--- config.mk ---
export PLATFORM = sky130hd
export DESIGN_NAME = sleep_airplane_mode_control
export DESIGN_NICKNAME = d
export VERILOG_FILES = /design/src/sleep_ctl_pkg.sv /design/src/wake_if.sv /design/src/sleep_core.sv /design/src/sleep_airplane_mode_control.sv
export VERILOG_INCLUDE_DIRS = /design/src
export SDC_FILE = /design/constraint.sdc
export NUM_CORES = 1
export LEC_CHECK = 0
export BUFFER_PORTS_ARGS = -buffer_cell sky130_fd_sc_hd__buf_2
export CORE_ASPECT_RATIO = 0.5
export CORE_MARGIN = 2
export CORE_UTILIZATION = 36
export DETAILED_ROUTE_END_ITERATION = 12
export HOLD_SLACK_MARGIN = 0.15
export PLACE_DENSITY = 0.65
export SLEW_MARGIN = 0
export SYNTH_ARGS = -nofsm -noshare
export SYNTH_HDL_FRONTEND = slang
export SYNTH_SLANG_ARGS = --single-unit
--- constraint.sdc ---
create_clock -name clk -period 1.5 [get_ports clk]
set_input_delay 0.075 -clock clk [delete_from_list [all_inputs] [get_ports clk]]
set_output_delay 0.075 -clock clk [all_outputs]
set_load 0.02 [all_outputs]
--- src/sleep_ctl_regs.svh ---
// register offsets, field positions, reset values and encodings of the mode controller
`ifndef SLEEP_CTL_REGS_SVH
`define SLEEP_CTL_REGS_SVH

// register indices (word addresses on the plain port)
`define REG_CTRL        4'h0
`define REG_FUN         4'h1
`define REG_STATUS      4'h2
`define REG_CMD         4'h3
`define REG_EVENTS      4'h4

// control register fields
`define CTRL_SCLK_BIT   0
`define CTRL_APPOL_BIT  1
`define CTRL_AIRCTL_BIT 2
`define CTRL_LINK_LSB   3
`define CTRL_LINK_MSB   4
`define CTRL_RESET      32'h0000_0000

// functionality levels
`define FUN_MIN         3'h0
`define FUN_FULL        3'h1
`define FUN_AIR         3'h4

// command register fields
`define CMD_RF_BIT      0
`define CMD_REPORT_BIT  1

// host link kinds held in the control register
`define LINK_UART       2'h0
`define LINK_USB_RWU    2'h1
`define LINK_USB_RI     2'h2
`define LINK_USB_NOSUSP 2'h3

`endif

--- src/sleep_ctl_pkg.sv ---
// types shared by the mode controller files
`default_nettype none
package sleep_ctl_pkg;
   typedef enum logic [1:0] {
      ST_IDLE,
      ST_SLEEP,
      ST_WAKE
   } power_state_t;
endpackage
`default_nettype wire

--- src/wake_if.sv ---
// wake-request signals passed from the sleep core up to the top
`default_nettype none
interface wake_if;
   logic sleeping;
   logic wake_event;
   logic host_wake_ri;
   logic host_wake_usb;
   modport core (output sleeping, output wake_event, output host_wake_ri, output host_wake_usb);
   modport top  (input  sleeping, input  wake_event, input  host_wake_ri, input  host_wake_usb);
endinterface
`default_nettype wire

--- src/sleep_core.sv ---
// sleep entry and wake state machine for the host link
`default_nettype none
`include "sleep_ctl_regs.svh"
module sleep_core
   import sleep_ctl_pkg::*;
(
   // clock and reset
   input  wire logic       clk,
   input  wire logic       rstn,
   // conditions, already synchronised
   input  wire logic       sclk_en,
   input  wire logic [1:0] link,
   input  wire logic       dtr_high,
   input  wire logic       usb_suspended,
   input  wire logic       vbus_present,
   input  wire logic       usb_rx,
   input  wire logic       report_pending,
   input  wire logic       host_asleep,
   // results
   wake_if.core            w
);
   power_state_t state;
   logic         enter_ok;
   logic         wake_now;

   // entry conditions per host link
   always_comb begin
      case (link)
         `LINK_UART:       enter_ok = sclk_en && dtr_high;
         `LINK_USB_RWU,
         `LINK_USB_RI:     enter_ok = sclk_en && dtr_high && usb_suspended;
         `LINK_USB_NOSUSP: enter_ok = sclk_en && dtr_high && !vbus_present;
         default:          enter_ok = 1'b0;
      endcase
   end

   // wake sources per host link
   always_comb begin
      case (link)
         `LINK_UART:       wake_now = !dtr_high;
         `LINK_USB_RWU,
         `LINK_USB_RI:     wake_now = !dtr_high || usb_rx || !usb_suspended;
         `LINK_USB_NOSUSP: wake_now = !dtr_high || vbus_present;
         default:          wake_now = 1'b1;
      endcase
   end

   // sleep state: network paging continues, so only the host side sleeps
   always_ff @(posedge clk or negedge rstn) begin
      if (!rstn) begin
         state <= ST_IDLE;
      end else begin
         case (state)
            ST_IDLE:  if (enter_ok) state <= ST_SLEEP;
            ST_SLEEP: if (wake_now) state <= ST_WAKE;
            ST_WAKE:  if (!enter_ok) state <= ST_IDLE;       // re-arm only after conditions drop
            default:  state <= ST_IDLE;
         endcase
      end
   end

   assign w.sleeping      = (state == ST_SLEEP);
   assign w.wake_event    = (state == ST_SLEEP) && wake_now;
   // host wake paths, only while the host reports sleep
   assign w.host_wake_ri  = report_pending && host_asleep && (link != `LINK_USB_RWU);
   assign w.host_wake_usb = report_pending && host_asleep && (link == `LINK_USB_RWU)
                            && usb_suspended;
endmodule // sleep_core
`default_nettype wire

--- src/sleep_airplane_mode_control.sv ---
// operating-mode controller: sleep entry, wake paths, airplane and minimum modes
`default_nettype none
`include "sleep_ctl_regs.svh"
module sleep_airplane_mode_control
   import sleep_ctl_pkg::*;
(
   // clock and reset
   input  wire logic        clk,
   input  wire logic        rstn,
   // register port
   input  wire logic [3:0]  addr,
   input  wire logic [31:0] wdata,
   input  wire logic        wr,
   input  wire logic        rd,
   output logic      [31:0] rdata,
   // host link pins, asynchronous
   input  wire logic        dtr_n_high,
   input  wire logic        host_sleep_detect,
   input  wire logic        rf_disable_n,
   input  wire logic        usb_suspend,
   input  wire logic        usb_vbus,
   input  wire logic        usb_rx_activity,
   // module-side event
   input  wire logic        power_down_req,
   // outputs
   output logic             ri,
   output logic             usb_remote_wakeup,
   output logic             sleep_mode,
   output logic             rf_enable,
   output logic             sim_enable,
   output logic             gnss_enable,
   output logic             core_supply_en,
   output logic             serial_enable
);
   // ========================================================
   // pin synchronisers
   // ========================================================
   localparam int NSYNC = 6;
   logic [NSYNC-1:0] pin_raw;
   logic [NSYNC-1:0] sync_a;
   logic [NSYNC-1:0] sync_b;
   assign pin_raw = {usb_rx_activity, usb_vbus, usb_suspend,
                     rf_disable_n, host_sleep_detect, dtr_n_high};

   // two flops each; the first stage feeds only the second
   genvar gi;
   generate
      for (gi = 0; gi < NSYNC; gi++) begin : g_sync
         always_ff @(posedge clk or negedge rstn) begin
            if (!rstn) begin
               sync_a[gi] <= 1'b0;
               sync_b[gi] <= 1'b0;
            end else begin
               sync_a[gi] <= pin_raw[gi];
               sync_b[gi] <= sync_a[gi];
            end
         end
      end
   endgenerate

   logic dtr_high;
   logic hsd;
   logic rfdis_n;
   logic usb_susp;
   logic vbus;
   logic usb_rx;
   assign dtr_high = sync_b[0];
   assign hsd      = sync_b[1];
   assign rfdis_n  = sync_b[2];
   assign usb_susp = sync_b[3];
   assign vbus     = sync_b[4];
   assign usb_rx   = sync_b[5];

   // ========================================================
   // registers
   // ========================================================
   logic       sclk_en;
   logic       ap_pol;
   logic       air_ctl;
   logic [1:0] link;
   logic [2:0] fun;
   logic       report_pending;
   logic       rf_refused;
   logic       powered_down;
   logic       wake_seen;

   function automatic logic hit(input logic [3:0] a, input logic [3:0] r);
      hit = (a == r);
   endfunction

   // control register: sleep enable, detect polarity, pin control, link kind
   always_ff @(posedge clk or negedge rstn) begin
      if (!rstn) begin
         sclk_en <= 1'b0;
         ap_pol  <= 1'b0;
         air_ctl <= 1'b0;
         link    <= `LINK_UART;
      end else if (wr && hit(addr, `REG_CTRL) && !powered_down) begin
         sclk_en <= wdata[`CTRL_SCLK_BIT];
         ap_pol  <= wdata[`CTRL_APPOL_BIT];
         air_ctl <= wdata[`CTRL_AIRCTL_BIT];
         link    <= wdata[`CTRL_LINK_MSB:`CTRL_LINK_LSB];
      end
   end

   // functionality level; undefined codes are ignored
   always_ff @(posedge clk or negedge rstn) begin
      if (!rstn) begin
         fun <= `FUN_FULL;
      end else if (wr && hit(addr, `REG_FUN) && !powered_down) begin
         if (wdata[2:0] == `FUN_MIN || wdata[2:0] == `FUN_FULL || wdata[2:0] == `FUN_AIR)
            fun <= wdata[2:0];
      end
   end

   logic airplane;
   assign airplane = (fun == `FUN_AIR) || (fun == `FUN_MIN)
                     || (air_ctl && !rfdis_n);

   // report pending flag: set wins over the clear by read
   logic report_set;
   logic events_clr;
   assign report_set = wr && hit(addr, `REG_CMD) && wdata[`CMD_REPORT_BIT] && !powered_down;
   assign events_clr = rd && hit(addr, `REG_EVENTS);
   always_ff @(posedge clk or negedge rstn) begin
      if (!rstn) begin
         report_pending <= 1'b0;
      end else if (report_set) begin
         report_pending <= 1'b1;
      end else if (events_clr) begin
         report_pending <= 1'b0;
      end
   end

   // sticky refusal of rf commands while rf is off
   logic rf_cmd;
   assign rf_cmd = wr && hit(addr, `REG_CMD) && wdata[`CMD_RF_BIT];
   always_ff @(posedge clk or negedge rstn) begin
      if (!rstn) begin
         rf_refused <= 1'b0;
      end else if (rf_cmd && airplane) begin
         rf_refused <= 1'b1;
      end else if (events_clr) begin
         rf_refused <= 1'b0;
      end
   end

   // power-down latch: only reset brings the module back
   always_ff @(posedge clk or negedge rstn) begin
      if (!rstn) begin
         powered_down <= 1'b0;
      end else if (power_down_req) begin
         powered_down <= 1'b1;
      end
   end

   // ========================================================
   // sleep core
   // ========================================================
   wake_if w ();
   logic host_asleep;
   assign host_asleep = ap_pol ? hsd : !hsd;

   sleep_core u_core (
      .clk           (clk),
      .rstn          (rstn),
      .sclk_en       (sclk_en && !powered_down),
      .link          (link),
      .dtr_high      (dtr_high),
      .usb_suspended (usb_susp),
      .vbus_present  (vbus),
      .usb_rx        (usb_rx),
      .report_pending (report_pending),
      .host_asleep   (host_asleep),
      .w             (w.core)
   );

   // wake event seen, cleared by reading the event register
   always_ff @(posedge clk or negedge rstn) begin
      if (!rstn) begin
         wake_seen <= 1'b0;
      end else if (w.wake_event) begin
         wake_seen <= 1'b1;
      end else if (events_clr) begin
         wake_seen <= 1'b0;
      end
   end

   // ========================================================
   // outputs, all registered
   // ========================================================
   always_ff @(posedge clk or negedge rstn) begin
      if (!rstn) begin
         ri                <= 1'b0;
         usb_remote_wakeup <= 1'b0;
         sleep_mode        <= 1'b0;
      end else begin
         ri                <= w.host_wake_ri && !powered_down;
         usb_remote_wakeup <= w.host_wake_usb && !powered_down;
         sleep_mode        <= w.sleeping && !powered_down;
      end
   end

   // rf and sim gating; positioning follows only power-down
   always_ff @(posedge clk or negedge rstn) begin
      if (!rstn) begin
         rf_enable      <= 1'b0;
         sim_enable     <= 1'b0;
         gnss_enable    <= 1'b0;
         core_supply_en <= 1'b0;
         serial_enable  <= 1'b0;
      end else begin
         rf_enable      <= !airplane && !powered_down;
         sim_enable     <= (fun != `FUN_MIN) && !powered_down;
         gnss_enable    <= !powered_down;
         core_supply_en <= !powered_down;
         serial_enable  <= !powered_down;
      end
   end

   // read data one cycle after the strobe; silent in power-down
   always_ff @(posedge clk or negedge rstn) begin
      if (!rstn) begin
         rdata <= 32'h0000_0000;
      end else begin
         rdata <= 32'h0000_0000;
         if (rd && !powered_down) begin
            case (addr)
               `REG_CTRL:   rdata <= {27'h0, link, air_ctl, ap_pol, sclk_en};
               `REG_FUN:    rdata <= {29'h0, fun};
               `REG_STATUS: rdata <= {25'h0, host_asleep, airplane, usb_susp,
                                      vbus, dtr_high, rfdis_n, w.sleeping};
               `REG_EVENTS: rdata <= {29'h0, wake_seen, report_pending, rf_refused};
               default:     rdata <= 32'h0000_0000;
            endcase
         end
      end
   end
endmodule // sleep_airplane_mode_control
`default_nettype wire

==> summary.txt <==
Run status
  – Outcome: complete, no violations

Synth
  – Synth Register Bits: 39
  – Synth warn: 0
  – Post-synth EDFFs: 0
  – Post-synth cell types: 41
  – Sequential share of the synthesized area: 0.552
  – Post-Syn Area per Cell: 11.6 um2
  – Synth Cell Area: 1770 um2
  – Ys flop type: dfrtp_1
  – Synth async-reset ratio: 1.00
  – Post-synthesis cell count: 153

Floorplan
  – DIE AREA: 5530 um2
  – Die width: 103 um
  – Die height: 53.6 um
  – Num rows: 17
  – I/O pins: 87
  – Initial Util: 0.389
  – Core area: 4550 um2

Detailed routing
  – DRT Wirelength: 3.25 mm
  – Vias/cell: 4.46
  – Post-DRT Antenna Nets: 0
  – First-pass detailed-route iteration total: 4
  – Initial drt markers: 47
  – WL/cell: 11.9 um
  – DR DRC count: 0
  – Vias: 1,218

CTS
  – Clock slew at reported path FFs: 80 ps
  – CTS sink count: 39
  – Post-CTS Setup Inserts: 0
  – Root Driver: clkbuf_8
  – Cts bufs inserted: 5
  – CTS tree: built
  – Clock latency at the later pin of the worst-skew pair: 290 ps
  – Max clock buf depth: 2
  – CTS H-Tree Depth: 2

Final layout
  – Final nets: 256
  – Area Growth Syn to Fin: 21.9%
  – N_diodes: 0
  – Fraction of layout cells with a size suffix above 1: 0.266
  – Final Non-Filler Cells: 273
  – Final std cell area, no fill: 2160 um2
  – Fillers: 412

STA
  – Final hold vios: 0
  – Final min period: 1390 ps
  – Post-route setup TNS: 0 ps
  – Setup violations, final: 0
  – Slew Limit Fails: 0
  – Fmax: 720 MHz
  – Hold Slack: 174 ps
  – Final period utilization: 0.926
  – Skew final: 2.72 ps
  – RSZ-0062 raised after global routing: false

Power and ir drop
  – Pwr Density: 930 nW/um2
  – Max VDD drop: 0.357 mV
  – Leakage: 1.08 nW

Global route
  – GRT Overall Usage: 0.132
  – Pin count of the biggest net entering global routing: 40
  – First-pass GRT wire length: 5.22 mm
  – Initial antenna violation count: 0
  – Vias in the first global route: 1,122
  – Total gr overflow: 0

Critical path
  – Worst Setup Start Kind: register
  – CP endpoint kind: register
  – Arr. time, crit path: 1560 ps
  – Critical Path Fanout Max: 6
  – Req. time, crit path: 1670 ps
  – WS Path Type: reg -> reg

Placement
  – Placed instance count: 250
  – Final GP Congestion: 0.878
  – Dpl cell area: 1910 um2
  – Input/output buffers: 34
  – Detailed Place HPWL: 2.32 mm

Min path
  – Hold WC Path Type: in -> reg

Flow run
  – Max-cap violations: 0
## flip-flops by register name (all words and copies together) (netlist names)
| name | count |
|---|---|
| vbus | 1 |
| sync_a | 6 |
| dtr_high | 1 |
| fun | 3 |
| u_core.state | 2 |
| sleep_mode | 1 |
| report_pending | 1 |
| ri | 1 |
| core_supply_en | 1 |
| sim_enable | 1 |
| wake_seen | 1 |
| rdata | 7 |
| rf_enable | 1 |
| hsd | 1 |
| usb_susp | 1 |
| usb_rx | 1 |
| powered_down | 1 |
| rfdis_n | 1 |
| air_ctl | 1 |
| ap_pol | 1 |
| usb_remote_wakeup | 1 |
| sclk_en | 1 |
| rf_refused | 1 |
| link | 2 |
## where the power goes
| group | total, W | switching (W) | leakage, nW | internal [W] |
|---|---|---|---|---|
| clock network | 0.000703 | 0.000371 | 0.0408 | 0.000332 |
| logic | 0.000202 | 0.000131 | 0.535 | 0.0000712 |
| registers | 0.00110 | 0.0000186 | 0.505 | 0.00108 |
## per-layer routing
layer | wire length, um | GRT usage | part of all wire | vias to the layer above
li1 | - | - | - | 577
met5 | 0 | 0 | 0 | -
met2 | 1450 | 0.186 | 0.45 | 76
met3 | 332 | 0.0675 | 0.10 | 4
met1 | 1420 | 0.168 | 0.44 | 561
met4 | 45 | 0.0658 | 0.014 | 0
## cell usage in the layout, fill, tap and decap left out, drive strengths merged, types with 2 or more instances in the layout
cell / synthesis / layout
inv: 7 / 8
a22oi: 2 / 2
mux2i: 2 / 2
nor3: 2 / 2
nand4: 2 / 2
buf: 29 / 36
and3: 3 / 3
nor4b: 2 / 2
o22ai: 2 / 2
ha: 3 / 3
nor2: 15 / 15
o21ai: 3 / 3
dlygate4sd3: 0 / 15
mux2: 7 / 7
clkinvlp: 0 / 2
nand2: 9 / 9
nand2b: 2 / 2
a21oi: 5 / 5
o22a: 2 / 2
conb: 1 / 25
clkbuf: 0 / 5
nor2b: 2 / 2
dfrtp: 38 / 38
nand3: 2 / 2
## area by class of cell
| cell class | count | area [um2] | share of cell area |
|---|---|---|---|
| clock buffer | 5 | 68.8 | 0.0319 |
| multi-input combinational | 102 | 643 | 0.298 |
| clock inverter | 3 | 23.8 | 0.0110 |
| inverter | 7 | 26.3 | 0.0122 |
| timing repair buffer | 51 | 335 | 0.155 |
| sequential | 39 | 977 | 0.453 |
| tap | 66 | 82.6 | 0.0383 |
## cells in the mapped netlist (all sizes together) (3+ instances only)
| cell | number | area (um2) |
|---|---|---|
| dfrtp | 38 | 951 |
| buf | 29 | 219 |
| nor2 | 15 | 56.3 |
| nand2 | 9 | 33.8 |
| inv | 7 | 26.3 |
| mux2 | 7 | 82.6 |
| a21oi | 5 | 25.0 |
| and3 | 3 | 18.8 |
| ha | 3 | 37.5 |
| o21ai | 3 | 15.0 |
## critical path: stages (launching register included)
cell,delay (ps)
dfrtp_1,470
nor2b_1,260
nand3_2,190
mux2_1,350
## cells by family after synthesis
logic type      Yosys count  share of synthesized area
fa+ha+maj                 4                     0.0276
simple gates             45                      0.149
other cells               1                    0.00212
mux                       9                     0.0580
buf+inv                  36                      0.139
xor+xnor                  1                    0.00495
flops                    39                      0.552
compound gates           18                     0.0679
## path summary, 6_finish.rpt
kind	startpoint	end	slack (ps)	depth (start not counted)
max reg2reg	powered_down	air_ctl	110	3
min in group asynchronous	rstn	sync_a[4]	350	3
max	powered_down	air_ctl	110	3
max in group asynchronous	rstn	fun[0]	790	3
min reg2reg	sync_a[5]	usb_rx	350	0
min	addr[2]	rdata[4]	170	3
## stage by stage
step	worst slack, ps	util	power (W)
6_report	111	0.474	0.00201
5_1_grt	32.3	0.474	0.00212
4_1_cts	74.8	0.473	0.00204
3_5_place_dp	86.8	0.419	0.00129
3_3_place_gp	131	0.419	0.00128
2_1_floorplan	275	-	0.00127
## timing repair
item                                   CTS  global route
gates resized for setup                  0             1
hold buffers                            15             0
endpoints found under the hold margin   56             0
setup endpoints to repair                0             2
Note: power is estimated with default switching activity, not from simulation.
